### config.mk
export PLATFORM = sky130hd
export DESIGN_NAME = serial_channel
export DESIGN_NICKNAME = d
export VERILOG_FILES = /design/src/inc/serial_channel_pkg.sv /design/src/serial_channel.sv
export VERILOG_INCLUDE_DIRS = /design/src /design/src/inc
export SDC_FILE = /design/constraint.sdc
export NUM_CORES = 1
export LEC_CHECK = 0
export CORE_MARGIN = 2
export CORE_UTILIZATION = 30
export CTS_BUF_LIST = sky130_fd_sc_hd__clkbuf_4
export CTS_CLUSTER_SIZE = 30
export DETAILED_ROUTE_END_ITERATION = 10
export DONT_BUFFER_PORTS = 1
export PLACE_DENSITY = 0.45
export SLEW_MARGIN = 20
export SYNTH_ARGS = -nofsm -noshare
export SYNTH_HDL_FRONTEND = slang
export SYNTH_SLANG_ARGS = --single-unit
### constraint.sdc
create_clock -name clk -period 4.9 [get_ports clk]
set_clock_uncertainty 0.15 [all_clocks]
set_input_delay 0.98 -clock clk [delete_from_list [all_inputs] [get_ports clk]]
set_output_delay 0.98 -clock clk [all_outputs]
set_load 0.01 [all_outputs]
### src/inc/serial_channel_defs.svh
`ifndef SERIAL_CHANNEL_DEFS_SVH
`define SERIAL_CHANNEL_DEFS_SVH

// register indices on the plain register port
`define REG_CONTROL    3'h0
`define REG_TXBUF      3'h1
`define REG_RXBUF      3'h2
`define REG_RELOAD     3'h3
`define REG_STATUS     3'h4

// control register field positions
`define CTL_RUN        15
`define CTL_LOOPBACK   14
`define CTL_BRS        13
`define CTL_ODD        12
`define CTL_OE         10
`define CTL_FE         9
`define CTL_PE         8
`define CTL_OEN        7
`define CTL_FEN        6
`define CTL_PEN        5
`define CTL_REN        4
`define CTL_STP        3
`define CTL_MODE_HI    2
`define CTL_MODE_LO    0

`define CONTROL_RESET  16'h0000
`define CONTROL_WMASK  16'hf7ff
`define RELOAD_RESET   13'h0000

// mode field encodings
`define MODE_SYNC      3'h0
`define MODE_8         3'h1
`define MODE_7P        3'h3
`define MODE_9         3'h4
`define MODE_8W        3'h5
`define MODE_8P        3'h7

// sixteen ticks per bit; majority of samples 7, 8 and 9
`define TICK_LAST      4'hf
`define SAMPLE_A       4'h7
`define SAMPLE_B       4'h8
`define SAMPLE_C       4'h9
`define SYNC_RISE      4'h8
`define BRS_DROP       2'h2

`endif

### src/inc/serial_channel_pkg.sv
package serial_channel_pkg;

  typedef struct packed {
    logic [2:0]  addr;
    logic [15:0] wdata;
    logic        wr;
    logic        rd;
  } bus_req_t;

  typedef struct packed {
    logic [3:0] nd;
    logic       par;
    logic       wake;
    logic [3:0] total;
  } fmt_t;

  typedef enum logic {TX_IDLE, TX_SHIFT} tx_state_t;
  typedef enum logic {RX_IDLE, RX_SHIFT} rx_state_t;

endpackage

### src/serial_channel.sv
// Local design decisions: strobed register access and the register addresses.
`timescale 1ns/1ps
`include "serial_channel_defs.svh"
// Behaviour
// writing transmit buffer starts a transmission
// only mode data bits sent; 9..15 ignored
// transmit buffer cleared after transmission completes
// double-buffered transmitter, back-to-back frames
// receive only when enabled; result in buffer
// unused upper receive buffer bits read zero
// double-buffered receiver
// overrun sets flag, error request, overwrites
// loop-back feeds transmit data to receiver
// nothing moves unless baud generator runs
// software never programs reserved mode encodings
// synchronous mode: 8-bit bytes, own shift clock
// least significant bit first always
// start, 8/9 data, one or two stops
// separate transmit, receive, error requests
// parity generated; checked only when enabled
// missing stop bits flagged when framing enabled
// synchronous reception clears receiver enable
// 8-bit frames: modes 001 and 011
// 9-bit frames: modes 100, 111, 101
// wake-up mode keeps only ninth-bit-one frames
// hardware sets error flags; software clears
module serial_channel
  import serial_channel_pkg::*;
(
  input  wire logic        clk,
  input  wire logic        resetn,
  input  wire bus_req_t    bus,
  output logic [15:0]      rdata,
  input  wire logic        rxd,
  output logic             txd,
  output logic             sclk,
  output logic             tx_irq,
  output logic             rx_irq,
  output logic             err_irq
);

  function automatic fmt_t fmt_of(input logic [2:0] m, input logic two_stop);
    fmt_t f;
    f.nd   = 4'h8;
    f.par  = 1'b0;
    f.wake = 1'b0;
    case (m)
      `MODE_7P: f.par = 1'b1;
      `MODE_9:  f.nd = 4'h9;
      `MODE_8W:
      begin
        f.nd   = 4'h9;
        f.wake = 1'b1;
      end
      `MODE_8P:
      begin
        f.nd  = 4'h9;
        f.par = 1'b1;
      end
      default: ;                                   // reserved codes behave as 8-bit
    endcase
    f.total = (m == `MODE_SYNC) ? 4'h8 : f.nd + 4'h2 + {3'h0, two_stop};
    return f;
  endfunction

  // parity over the data bits below the parity position
  function automatic logic par_of(input logic [8:0] d, input logic [3:0] nd, input logic odd);
    logic x;
    x = 1'b0;
    for (int i = 0; i < 8; i++)
      if (4'(i) < nd - 4'h1)
        x = x ^ d[i];
    return x ^ odd;
  endfunction

  function automatic logic [8:0] mask_of(input logic [3:0] nd);
    return 9'h1ff >> (4'h9 - nd);
  endfunction

  logic [15:0] ctrl;
  logic [15:0] next_ctrl;
  logic [12:0] reload;
  logic [12:0] bcnt;
  logic [1:0]  bdiv3;
  tx_state_t   tx_state;
  rx_state_t   rx_state;
  logic [11:0] tsh;
  logic [3:0]  ttick;
  logic [3:0]  tbits;
  logic        tx_was;
  logic        sync_rx;
  logic [7:0]  ssh;
  logic [15:0] tbuf;
  logic        tx_full;
  logic [3:0]  rtick;
  logic [3:0]  ridx;
  logic [1:0]  samp;
  logic [8:0]  rsh;
  logic        stop_bad;
  logic        rx_prev;
  logic [8:0]  rbuf;
  logic        rx_full;
  logic [11:0] tx_frame;
  logic [8:0]  tx_data;
  logic [15:0] rd_word;

  wire       run       = ctrl[`CTL_RUN];
  wire       ren       = ctrl[`CTL_REN];
  wire [2:0] mode      = ctrl[`CTL_MODE_HI:`CTL_MODE_LO];
  wire       is_sync   = mode == `MODE_SYNC;
  wire fmt_t fmt       = fmt_of(mode, ctrl[`CTL_STP]);
  wire       rx_in     = ctrl[`CTL_LOOPBACK] ? txd : rxd;

  wire       wr_ctrl   = bus.wr && bus.addr == `REG_CONTROL;
  wire       wr_tbuf   = bus.wr && bus.addr == `REG_TXBUF;
  wire       wr_reload = bus.wr && bus.addr == `REG_RELOAD;
  wire       rd_rbuf   = bus.rd && bus.addr == `REG_RXBUF;

  // baud tick at sixteen times the bit rate
  wire       raw_tick  = run && bcnt == 13'h0000;
  wire       tick      = raw_tick && !(ctrl[`CTL_BRS] && bdiv3 == `BRS_DROP);

  always_ff @(posedge clk or negedge resetn)
  begin
    if (!resetn)
    begin
      bcnt  <= `RELOAD_RESET;
      bdiv3 <= 2'h0;
    end
    else if (!run)
    begin
      bcnt  <= reload;
      bdiv3 <= 2'h0;
    end
    else
    begin
      bcnt <= raw_tick ? reload : bcnt - 13'h0001;
      if (raw_tick)
        bdiv3 <= (bdiv3 == `BRS_DROP) ? 2'h0 : bdiv3 + 2'h1;
    end
  end

  // transmitter
  wire tx_shift  = tx_state == TX_SHIFT;
  wire bit_end   = tick && tx_shift && ttick == `TICK_LAST;
  wire last_end  = bit_end && tbits == 4'h1;
  wire sync_done = last_end && sync_rx;
  wire sync_req  = is_sync && ren && !sync_done;
  wire start_ok  = run && (tx_full || sync_req);
  wire can_load  = tick && (!tx_shift || last_end) && start_ok;

  always_comb
  begin
    tx_frame = 12'hfff;
    tx_data  = tbuf[8:0] & mask_of(fmt.nd);
    if (fmt.par)
      tx_data[fmt.nd - 4'h1] = par_of(tbuf[8:0], fmt.nd, ctrl[`CTL_ODD]);
    if (is_sync)
      tx_frame[7:0] = tx_full ? tbuf[7:0] : 8'hff;
    else
    begin
      tx_frame[0]   = 1'b0;
      tx_frame[9:1] = tx_data | ~mask_of(fmt.nd);
    end
  end

  always_ff @(posedge clk or negedge resetn)
  begin
    if (!resetn)
    begin
      tx_state <= TX_IDLE;
      tsh      <= 12'hfff;
      ttick    <= 4'h0;
      tbits    <= 4'h0;
      tx_was   <= 1'b0;
      sync_rx  <= 1'b0;
      ssh      <= 8'h00;
      sclk     <= 1'b1;
      tx_irq   <= 1'b0;
    end
    else if (!run)
    begin
      tx_state <= TX_IDLE;
      tsh      <= 12'hfff;
      sclk     <= 1'b1;
      tx_irq   <= 1'b0;
    end
    else
    begin
      tx_irq <= bit_end && tbits == 4'h2 && tx_was;
      sclk   <= (tx_shift && is_sync) ? ttick[3] : 1'b1;
      if (can_load)
      begin
        tx_state <= TX_SHIFT;
        tsh      <= tx_frame;
        tbits    <= fmt.total;
        ttick    <= 4'h0;
        tx_was   <= tx_full;
        sync_rx  <= sync_req;
      end
      else if (last_end)
      begin
        tx_state <= TX_IDLE;
        tsh      <= 12'hfff;
      end
      else if (tick && tx_shift)
      begin
        ttick <= ttick + 4'h1;
        if (bit_end)
        begin
          tsh   <= {1'b1, tsh[11:1]};
          tbits <= tbits - 4'h1;
        end
      end
      if (tick && tx_shift && is_sync && ttick == `SYNC_RISE)
        ssh <= {rx_in, ssh[7:1]};
    end
  end

  assign txd = tsh[0];

  // the buffer keeps the moved word until its frame ends, then clears unless another word was written meanwhile
  always_ff @(posedge clk or negedge resetn)
  begin
    if (!resetn)
    begin
      tbuf    <= 16'h0000;
      tx_full <= 1'b0;
    end
    else if (wr_tbuf)
    begin
      tbuf    <= bus.wdata;
      tx_full <= 1'b1;
    end
    else
    begin
      if (can_load)
        tx_full <= 1'b0;
      if (last_end && tx_was && !tx_full)
        tbuf <= 16'h0000;
    end
  end

  // asynchronous receiver
  wire rx_samp   = tick && rx_state == RX_SHIFT && rtick == `SAMPLE_C;
  wire rx_bit    = (samp[0] & samp[1]) | (samp[0] & rx_in) | (samp[1] & rx_in);
  wire start_bad = rx_samp && ridx == 4'h0 && rx_bit;
  wire rx_last   = rx_samp && ridx == fmt.total - 4'h1;
  wire rx_go     = run && ren && !is_sync && rx_state == RX_IDLE && rx_prev && !rx_in;

  always_ff @(posedge clk or negedge resetn)
  begin
    if (!resetn)
    begin
      rx_state <= RX_IDLE;
      rtick    <= 4'h0;
      ridx     <= 4'h0;
      samp     <= 2'h0;
      rsh      <= 9'h000;
      stop_bad <= 1'b0;
      rx_prev  <= 1'b1;
    end
    else
    begin
      rx_prev <= rx_in;
      if (!run || !ren || is_sync)
        rx_state <= RX_IDLE;
      else if (rx_go)
      begin
        rx_state <= RX_SHIFT;
        rtick    <= 4'h0;
        ridx     <= 4'h0;
        stop_bad <= 1'b0;
      end
      else if (tick && rx_state == RX_SHIFT)
      begin
        rtick <= rtick + 4'h1;
        if (rtick == `SAMPLE_A)
          samp[0] <= rx_in;
        if (rtick == `SAMPLE_B)
          samp[1] <= rx_in;
        if (rx_samp)
        begin
          ridx <= ridx + 4'h1;
          if (start_bad || rx_last)
            rx_state <= RX_IDLE;
          if (ridx != 4'h0 && ridx <= fmt.nd)
            rsh[ridx - 4'h1] <= rx_bit;
          if (ridx > fmt.nd && !rx_bit)
            stop_bad <= 1'b1;
        end
      end
    end
  end

  // delivery into the receive buffer, shared by both modes
  wire       async_done = rx_last && !start_bad;
  wire       deliver    = (async_done && (!fmt.wake || rsh[8])) || sync_done;
  wire [8:0] rx_word    = sync_done ? {1'b0, ssh} : rsh & mask_of(fmt.nd);
  wire       set_pe     = async_done && deliver && ctrl[`CTL_PEN] && fmt.par &&
                          rsh[fmt.nd - 4'h1] != par_of(rsh, fmt.nd, ctrl[`CTL_ODD]);
  wire       set_fe     = async_done && deliver && ctrl[`CTL_FEN] && (stop_bad || !rx_bit);
  wire       set_oe     = deliver && ctrl[`CTL_OEN] && rx_full;

  always_ff @(posedge clk or negedge resetn)
  begin
    if (!resetn)
    begin
      rbuf    <= 9'h000;
      rx_full <= 1'b0;
      rx_irq  <= 1'b0;
      err_irq <= 1'b0;
    end
    else
    begin
      rx_irq  <= deliver;
      err_irq <= set_pe || set_fe || set_oe;
      if (deliver)
      begin
        rbuf    <= rx_word;
        rx_full <= 1'b1;
      end
      else if (rd_rbuf)
        rx_full <= 1'b0;
    end
  end

  // control register: hardware sets win over a software write in the same cycle
  always_comb
  begin
    next_ctrl = ctrl;
    if (wr_ctrl)
      next_ctrl = bus.wdata & `CONTROL_WMASK;
    if (set_pe)
      next_ctrl[`CTL_PE] = 1'b1;
    if (set_fe)
      next_ctrl[`CTL_FE] = 1'b1;
    if (set_oe)
      next_ctrl[`CTL_OE] = 1'b1;
    if (sync_done && !wr_ctrl)
      next_ctrl[`CTL_REN] = 1'b0;
  end

  always_ff @(posedge clk or negedge resetn)
  begin
    if (!resetn)
    begin
      ctrl   <= `CONTROL_RESET;
      reload <= `RELOAD_RESET;
    end
    else
    begin
      ctrl <= next_ctrl;
      if (wr_reload)
        reload <= bus.wdata[12:0];
    end
  end

  // transmit buffer is write-only and reads as zero
  always_comb
  begin
    case (bus.addr)
      `REG_CONTROL: rd_word = ctrl;
      `REG_RXBUF:   rd_word = {7'h00, rbuf};
      `REG_RELOAD:  rd_word = {3'h0, reload};
      `REG_STATUS:  rd_word = {12'h000, rx_state == RX_SHIFT, rx_full, tx_shift, tx_full};
      default:      rd_word = 16'h0000;
    endcase
  end

  always_ff @(posedge clk or negedge resetn)
  begin
    if (!resetn)
      rdata <= 16'h0000;
    else
      rdata <= bus.rd ? rd_word : 16'h0000;
  end

endmodule

# After elaboration in Yosys (flattened, before gate mapping)
# Cells that the tools add are included.
dict set report op_classes {
  magnitude_cmp 14
  eq_ne 23
  shifts 1
  mux 92
  n_addsub 12
  n_bitwise 28
  n_reduce_logical 104
}
# cell count
set op_table {}
lappend op_table {{16-bit case mux with 4 select lines} 1}
lappend op_table {{12-bit two-way mux} 5}
lappend op_table {{1-bit two-way mux} 54}
lappend op_table {{4-bit two-way mux} 13}
lappend op_table {{1-bit logical AND} 48}
lappend op_table {{9-bit two-way mux} 4}
lappend op_table {{13-bit two-way mux} 2}
lappend op_table {{2-bit nonzero test} 12}
lappend op_table {{9-bit bitwise AND} 2}
lappend op_table {{9-bit bitwise mux} 2}
lappend op_table {{4-bit equality test, second input constant} 4}
lappend op_table {{3-bit by 4-bit < comparator with 1-bit output, first input constant} 4}
lappend op_table {{16-bit two-way mux} 1}
lappend op_table {{8-bit two-way mux} 2}
lappend op_table {{4-bit AND reduction} 4}
lappend op_table {{4-bit by 1-bit subtractor with 4-bit output, second input constant} 4}
lappend op_table {{1-bit bitwise XOR} 16}
lappend op_table {{13-bit logical NOT} 1}
lappend op_table {{13-bit by 1-bit subtractor with 13-bit output, second input constant} 1}
lappend op_table {{4-bit by 1-bit adder with 4-bit output, second input constant} 3}
lappend op_table {{3-bit equality test, second input constant} 4}
lappend op_table {{1-bit logical NOT} 12}
lappend op_table {{11-bit two-way mux} 1}
lappend op_table {{1-bit logical OR} 10}
lappend op_table {{other kinds (39)} 64}
dict set report word_totals {
  wordCells 306
  ff_bits 136
  out_inout_bits 21
  inputBits 24
}

# Depth between registers and ports, before layout
# Gate-level depths: netlist of the first run.
dict set report depth {
  ltp_word 35
  depth_mapped 13
}

# Worst setup path before layout of the first run
# No wires, ideal clock.
dict set report synth_path {
  kind {reg2reg}
  from {reg ctrl[0]}
  to {reg rbuf[0]}
  setup_time_ps 135
  synth_period_minus_slack_ps 3176
  setup_slack_ps 1724
  stages_incl_launch_ff 14
  arrival_ps 2891
  required_time_ps 4615
  path_buffers 2
  path_cell_list {dfrtp_1 buf_2 nand2b_1 and2_1 ha_1 nand2_1 ha_1 xnor3_1 o2111ai_1 a211oi_1 nor4b_1 buf_2 mux2i_1 a21oi_1}
}
dict set report synth_via {
  elab_chain_len 12
}
# item line
set synth_rtl {}
lappend synth_rtl {{start: declaration} serial_channel.sv:80} ;# logic [15:0] ctrl;
lappend synth_rtl {{start signal: assignment} serial_channel.sv:348} ;# ctrl <= `CONTROL_RESET;
lappend synth_rtl {{start signal: assignment} serial_channel.sv:353} ;# ctrl <= next_ctrl;
lappend synth_rtl {{3-bit equality test} serial_channel.sv:47} ;# case (m)
lappend synth_rtl {{3-bit OR reduction (no line)} -}
lappend synth_rtl {{1-bit two-way mux} serial_channel.sv:47}
lappend synth_rtl {{4-bit by 2-bit adder with 4-bit output} serial_channel.sv:62} ;# f.total = (m == `MODE_SYNC) ? 4'h8 : f.nd + 4'h2 + {3'h0, two_stop};
lappend synth_rtl {{4-bit by 1-bit adder with 4-bit output} serial_channel.sv:62}
lappend synth_rtl {{4-bit two-way mux} serial_channel.sv:62}
lappend synth_rtl {{4-bit by 1-bit subtractor with 4-bit output} serial_channel.sv:248} ;# wire rx_last = rx_samp && ridx == fmt.total - 4'h1;
lappend synth_rtl {{4-bit equality test} serial_channel.sv:248}
lappend synth_rtl {{1-bit logical AND} serial_channel.sv:248}
lappend synth_rtl {{1-bit logical AND} serial_channel.sv:297} ;# wire async_done = rx_last && !start_bad;
lappend synth_rtl {{1-bit logical AND} serial_channel.sv:298} ;# wire deliver = (async_done && (!fmt.wake || rsh[8])) || sync_done;
lappend synth_rtl {{1-bit logical OR} serial_channel.sv:298}
lappend synth_rtl {{end signal: assignment} serial_channel.sv:320} ;# rbuf <= rx_word;
lappend synth_rtl {{end: declaration} serial_channel.sv:101} ;# logic [8:0] rbuf;
# Several ways; a longest one is shown, not always the timed one.
# A chain may end at the register's enable or synchronous reset.

# Worst setup path after layout of the first run
dict set report layout_path {
  from {reg ctrl[0]}
  to {reg rbuf[4]}
}
# Same word-level chain as after synthesis.

==> flow_summary_export.csv, run 1 <==
group,metric,value,unit
status,status,"finished clean",
routing,wl_per_cell,18.7,microns
synthesis,synth.cell_area,6990,sq um
cts,clock_sinks,134,
layout,fillers,2311,
routing,drc,0,
routing,vias,4842,
pwr,powerDensity,380,nW/um^2
synthesis,synth_edf_count,0,
timing,layout_setup_ws,1.38,ns
placed_design,pre_cts_ws,1.39,ns
grt,grt_antenna_before_repair,1,
hold_path,hold_class,"input pin to asynchronous set/reset pin",
worst_setup_path,critPathSlowestCell,"dfrtp_1",
job,maxCapViolCount,0,
routing,via_per_inst,4.96,
timing,setup_viol,0,
routing,drt-pass1-iter-count,5,
layout,final-instance-count-excl-fill,977,
synthesis,synth-async-reset-ratio,100,%
layout,areaGrowthSynthToFinish,8.02,%
synthesis,synth_fp_nets,700,
worst_setup_path,cp_data_arrival_time,3.78,ns
pwr,ir_drop,0.173,mV
routing,postRouteWirelength,18300,microns
floorplan,die_area,24500,sq um
synthesis,syn_area_per_cell,10.7,sq um
cts,post_cts_buffers,0,
timing,finalHoldViolCount,0,
worst_setup_path,path_delay_family,"simple AND/OR/NAND/NOR gates",
grt,grt_pass1_vias,4983,
routing,first_iter_violations,279,
worst_setup_path,worst-path-max-fanout,10,
timing,drv_slew,0,
synthesis,yosys_warnings,0,
layout,final_cell_mix,"122 x dfrtp_1, 56 x nand2_1, 53 x nor2_1",
layout,fin_nets,695,
worst_setup_path,criticalPathCategory,"register to register",
floorplan,num_rows,55,
worst_setup_path,end_kind,"register",
cts,clk_pin_slew,0.14,ns
floorplan,core,22800,sq um
floorplan,start_util,30.7,%
pwr,p_leak,3.21,nW
routing,ant_nets,0,
cts,clock_latency,0.55,ns
cts,cts_tree,"built",
worst_setup_path,max_stage_delay,0.50,ns
placed_design,dp_hpwl,13400,microns
grt,gr-total-overflow,0,
placed_design,placed_cells,944,
timing,relSlewSlack,42.7,%
cts,cts_max_level,4,
synthesis,yosysUniqueCellTypes,69,
worst_setup_path,crit_path_frequent_cell,"ha_1",
floorplan,dieHeight,157,microns
timing,finalSetupTns,0,ns
worst_setup_path,crit_path_start_kind,"register",
cts,clockBufferDepth,2,
layout,drive_above_1_share,15.8,%
grt,grt_pass1_wl,29000,microns
layout,final_common_cell,"dfrtp_1",
timing,period_minus_slack,3.52,ns
synthesis,synth_cells,656,
placed_design,gp_congestion,0.790,
worst_setup_path,worst-path-buf-inv,1,
placed_design,port_buffers,0,
synthesis,synth-main-ff-cell,"dfrtp_1",
floorplan,io_pins,45,
worst_setup_path,required,5.15,ns
grt,grt_max_degree,123,
worst_setup_path,timing.rr.start,"ctrl[0]",
pwr,power.total,0.00287,W
synthesis,ys_ff_latch,134,
cts,cts_root_buf,"clkbuf_4",
timing,tightest_slew,0.852,ns
cts,cts_buffers,17,
timing,max_freq,0.284,GHz
synthesis,ys_seq_area_share,48.2,%
grt,grtUsageTotal,15.7,%
timing,rsz0062_at_grt,"no",
worst_setup_path,crit_chain,"nand2b_1 -> and2_1 -> ha_1 -> nand2_1 -> ha_1 -> xnor3_1 -> o2111ai_1 -> a211oi_1 -> nor4b_2 -> buf_4 -> mux2i_1 -> a21oi_1",
layout,ff_latch_area,3370,sq um
timing,period_share,71.9,%
layout,multiInputGateArea,3450,sq um
worst_setup_path,crit_path_start,"ctrl[0]",
floorplan,die_w,157,microns
state kept, by name (all words and copies together), names as in the netlist, 2 cells and up:
register	flops
bcnt	13
bdiv3	2
ctrl	15
rbuf	9
rdata	16
reload	13
ridx	4
rsh	9
rtick	4
samp	2
ssh	8
tbits	4
tbuf	9
tsh	10
ttick	4
metal layers:
layer,track usage (%),wire (microns),vias to the layer above
met2,25.4,8910,75
met4,3.23,149,0
met1,21.2,8480,2452
li1,-,-,2304
met5,0,0,-
met3,4.10,756,11
cell type report:
class,count,share of cell area (%)
Sequential cell,134,44.6
Antenna cell,1,0.0331
Tap cell,313,5.19
Timing Repair Buffer,5,0.762
Clock inverter,11,0.829
Multi-Input combinational cell,475,45.7
Inverter,18,0.895
Clock buffer,20,1.99
synthesized netlist by cell type (11+ instances only):
cell	number	share of area, %
nor2_1	53	2.8
and2_1	11	0.98
xor2_1	12	1.5
o31ai_1	12	1.3
mux2i_1	34	4.9
clkbuf_1	19	1.0
nand2_1	56	3.0
nand3_1	15	1.1
inv_1	18	0.97
a21oi_1	22	1.6
nand2b_1	18	1.6
o21ai_0	43	3.1
ha_1	20	3.6
mux2_2	34	5.5
xnor2_1	28	3.5
dfrtp_1	122	44
dfstp_2	12	4.5
worst register-to-register path, cell delays in order (launching register included):
cell	delay [ns]
dfrtp_1	0.50
nand2b_1	0.23
and2_1	0.21
ha_1	0.33
nand2_1	0.09
ha_1	0.26
xnor3_1	0.22
o2111ai_1	0.11
a211oi_1	0.48
nor4b_2	0.29
buf_4	0.23
mux2i_1	0.19
a21oi_1	0.08
stage by stage:
step | instance area, sq um | hold WS, ns | util [%]
6_report | 7550 | 0.0990 | 33.1
5_1_grt | 7550 | 0.0302 | 33.1
4_1_cts | 7540 | 0.0579 | 33.1
3_5_place_dp | 7300 | 0.336 | 32.1
3_3_place_gp | 7300 | 0.324 | 32.1
2_1_floorplan | 6990 | 0.301 | -
report_power, final:
group | switching, W | internal, W | total, W
Sequential | 0.000235 | 0.00127 | 0.00151
Clock | 0.000419 | 0.000207 | 0.000625
Combinational | 0.000406 | 0.000330 | 0.000736
Total | 0.00106 | 0.00181 | 0.00287
cells by family (layout without fill, tap and decap cells):
kind of cell	count (synthesis)	count (layout)	share of synthesized area, %
compound gates	108	108	9.76
xor+xnor	41	41	5.33
other cells	0	1	0
fa+ha+maj	21	21	3.74
simple gates	228	228	18.1
mux	77	77	12.0
buf+inv	47	54	2.83
flops	134	134	48.2
repair_timing:
action,4_1_cts,5_1_grt
endpoints found under the hold margin,122,0
hold buffers,1,0
gates resized for setup,0,0
final timing paths:
path / slack, ns / endpoint / depth (start not counted)
max: 1.38 / rbuf[4] / 12
min: 0.1 / tsh[8] / 0
max reg2reg: 1.38 / rbuf[4] / 12
min reg2reg: 0.37 / bcnt[11] / 2
max in group asynchronous: 3.87 / rdata[6] / 1
min in group clk: 0.37 / bcnt[11] / 2
Note: power is estimated with default switching activity, not from simulation.
==> run 2, diff against run 1 <==
==> constraint.sdc (replaced) <==
create_clock -name clk -period 3.5 [get_ports clk]
set_clock_uncertainty 0.15 [all_clocks]
set_input_delay 0.7 -clock clk [delete_from_list [all_inputs] [get_ports clk]]
set_output_delay 0.7 -clock clk [all_outputs]
set_load 0.01 [all_outputs]
==> run 2 against run 1 <==
Effect of this change:
- the run now ends with hold timing left
- count of clock-buffer cells in the layout decreased by 3
- via count increased by 0.12%
- critical path type unchanged
- critical endpoint unchanged
- setup slack got worse by 1.1 ns
- clock power increased by 94%
- highest routed layer unchanged
==> flow_summary_export.csv, run 2 (synthesis results as in run 1) <==
group,metric,value,unit
status,status,"complete, but fails checks",
status,failed_checks,"hold timing",
timing,finalHoldViolCount,134,
cts,cts_buffers,17,
timing,holdWs,-0.301,ns
worst_setup_path,max_stage_delay,0.49,ns
worst_setup_path,end_kind,"register",
pwr,power_frac_seq,48.3,%
floorplan,start_util,30.7,%
worst_setup_path,timing.rr.start,"ctrl[1]",
cts,clock_latency,0.54,ns
grt,grtUsageTotal,16.1,%
routing,drc,0,
layout,top_register,"rdata",
job,maxCapViolCount,0,
timing,period_share,90.7,%
pwr,powerDensity,566,nW/um^2
worst_setup_path,critPathSlowestCell,"dfrtp_2",
timing,tightest_slew,0.885,ns
worst_setup_path,crit_path_frequent_cell,"ha_1",
layout,drive_above_1_share,17.1,%
pwr,p_sw,0.00153,W
worst_setup_path,crit_chain,"nand2b_1 -> and2_1 -> ha_1 -> nand2_1 -> ha_1 -> xnor3_1 -> o2111ai_1 -> a211oi_1 -> nor4b_2 -> buf_4 -> mux2i_1 -> a21oi_1",
timing,max_freq,0.315,GHz
cts,cts_max_level,4,
floorplan,io_pins,45,
worst_setup_path,cp_data_arrival_time,3.44,ns
timing,layout_setup_ws,0.326,ns
hold_path,hold_class,"input pin to asynchronous set/reset pin",
layout,areaGrowthSynthToFinish,10.3,%
grt,grt_max_degree,135,
routing,postRouteWirelength,18600,microns
timing,relSlewSlack,40.2,%
layout,fillers,2295,
pwr,p_leak,3.29,nW
routing,first_iter_violations,270,
cts,cts_root_buf,"clkbuf_4",
placed_design,port_buffers,0,
worst_setup_path,r2r_setup_slack,0.33,ns
floorplan,num_rows,55,
routing,via_per_inst,4.91,
cts,clk_pin_slew,0.13,ns
timing,period_minus_slack,3.17,ns
routing,drt-pass1-iter-count,4,
routing,ant_nets,0,
floorplan,dieHeight,157,microns
grt,grt_antenna_before_repair,1,
worst_setup_path,required,3.77,ns
timing,drv_slew,0,
placed_design,dp_hpwl,13600,microns
routing,wl_per_cell,18.8,microns
pwr,combPwrFrac,24.0,%
worst_setup_path,crit_path_start_kind,"register",
placed_design,gp_congestion,0.803,
worst_setup_path,reg2reg_depth,12,
layout,reg_top3,"rdata x16, ctrl x15",
timing,rsz0062_at_grt,"no",
floorplan,die_w,157,microns
grt,grt_pass1_vias,4990,
grt,grt_pass1_wl,29600,microns
timing,setup_viol,0,
placed_design,pre_cts_ws,0.270,ns
cts,clock_sinks,134,
floorplan,core,22800,sq um
pwr,p_int,0.00283,W
timing,finalSetupTns,0,ns
layout,fin_nets,704,
routing,vias,4848,
floorplan,die_area,24500,sq um
grt,gr-total-overflow,0,
pwr,p_sw_share,35.1,%
cts,clockBufferDepth,2,
layout,largest_reg_flops,16,
pwr,ir_drop,0.211,mV
worst_setup_path,worst-path-max-fanout,10,
worst_setup_path,timing.rr.end,"rbuf[4]",
worst_setup_path,criticalPathCategory,"register to register",
layout,final_common_cell,"dfrtp_1",
layout,final_cell_mix,"121 x dfrtp_1, 56 x nand2_1, 53 x nor2_1",
pwr,clkPwrFrac,27.7,%
cts,cts_tree,"built",
==> run 2: cell types whose count changed in the layout (fill, tap and decap cells not counted), sizes merged <==
cell / previous run / this run
buf: 5 / 14
bufinv: 0 / 4
clkbuf: 20 / 17
clkinv: 9 / 5
clkinvlp: 2 / 3
diode: 1 / 2
inv: 18 / 21
==> run 2: power groups by stage <==
stage,Clock [W],Combinational [W],Sequential (W)
after floorplan,0,0.000850,0.00201
after global placement,0,0.00104,0.00213
after detailed placement,0,0.00105,0.00213
after CTS,0.00125,0.00106,0.00211
after global routing,0.00132,0.00119,0.00215
final,0.00121,0.00105,0.00211
==> run 2: final cells by class <==
cell class	count	area, sq um	area share, %
Tap cell	313	392	5.08
Multi-Input combinational cell	475	3440	44.7
Clock buffer	17	128	1.66
Clock inverter	15	200	2.60
Inverter	18	67.6	0.876
Timing Repair Buffer	14	105	1.36
Sequential cell	134	3370	43.7
Antenna cell	2	5.00	0.0649
==> run 2: how the worst max path moves through the flow <==
stage	from	end	cells past startpoint	slack, ns
finish	ctrl[1]	rbuf[4]	12	0.33
global route	ctrl[1]	rbuf[3]	12	0.06
CTS	ctrl[1]	rbuf[4]	12	0.23
detailed placement	ctrl[1]	rbuf[6]	12	0.27
global placement	rxd	err_irq	6	0.37
floorplan	ctrl[0]	rbuf[0]	13	0.32
==> run 2: metal layers <==
metal	up-vias	global-route usage [%]	part of all wire [%]
li1	2317	-	-
met1	2447	22.1	47
met2	66	24.9	47
met3	18	3.85	4.0
met4	0	5.16	1.8
met5	-	0	0
==> run 2: per-stage QoR <==
stage               std cells  util [%]  hold WS, ns  power (W)  instance area [sq um]
floorplan                 656         -        0.254    0.00286                   6990
detailed placement        954      32.4        0.261    0.00319                   7380
CTS                       986      33.8       -0.369    0.00442                   7700
global route              988      33.9       -0.396    0.00466                   7710
finish                    988      33.9       -0.301    0.00437                   7710
global placement          954      32.4        0.263    0.00316                   7380
==> run 2: repair_timing <==
action,CTS,global route
setup endpoints to repair,0,6
setup buffers,0,0
gates resized for setup,0,1
endpoints found under the hold margin,134,134
==> run 2: critical path: cells and delay by family (launching register included) <==
kind                       cells  cell delay (ns)
AOI/OAI and AO/OA              3             0.50
xor gates and xnor gates       1             0.21
adders and majority gates      2             0.58
buffers and inverters          1             0.23
DFF                            1             0.49
muxes                          1             0.20
and+or+nand+nor                4             0.70
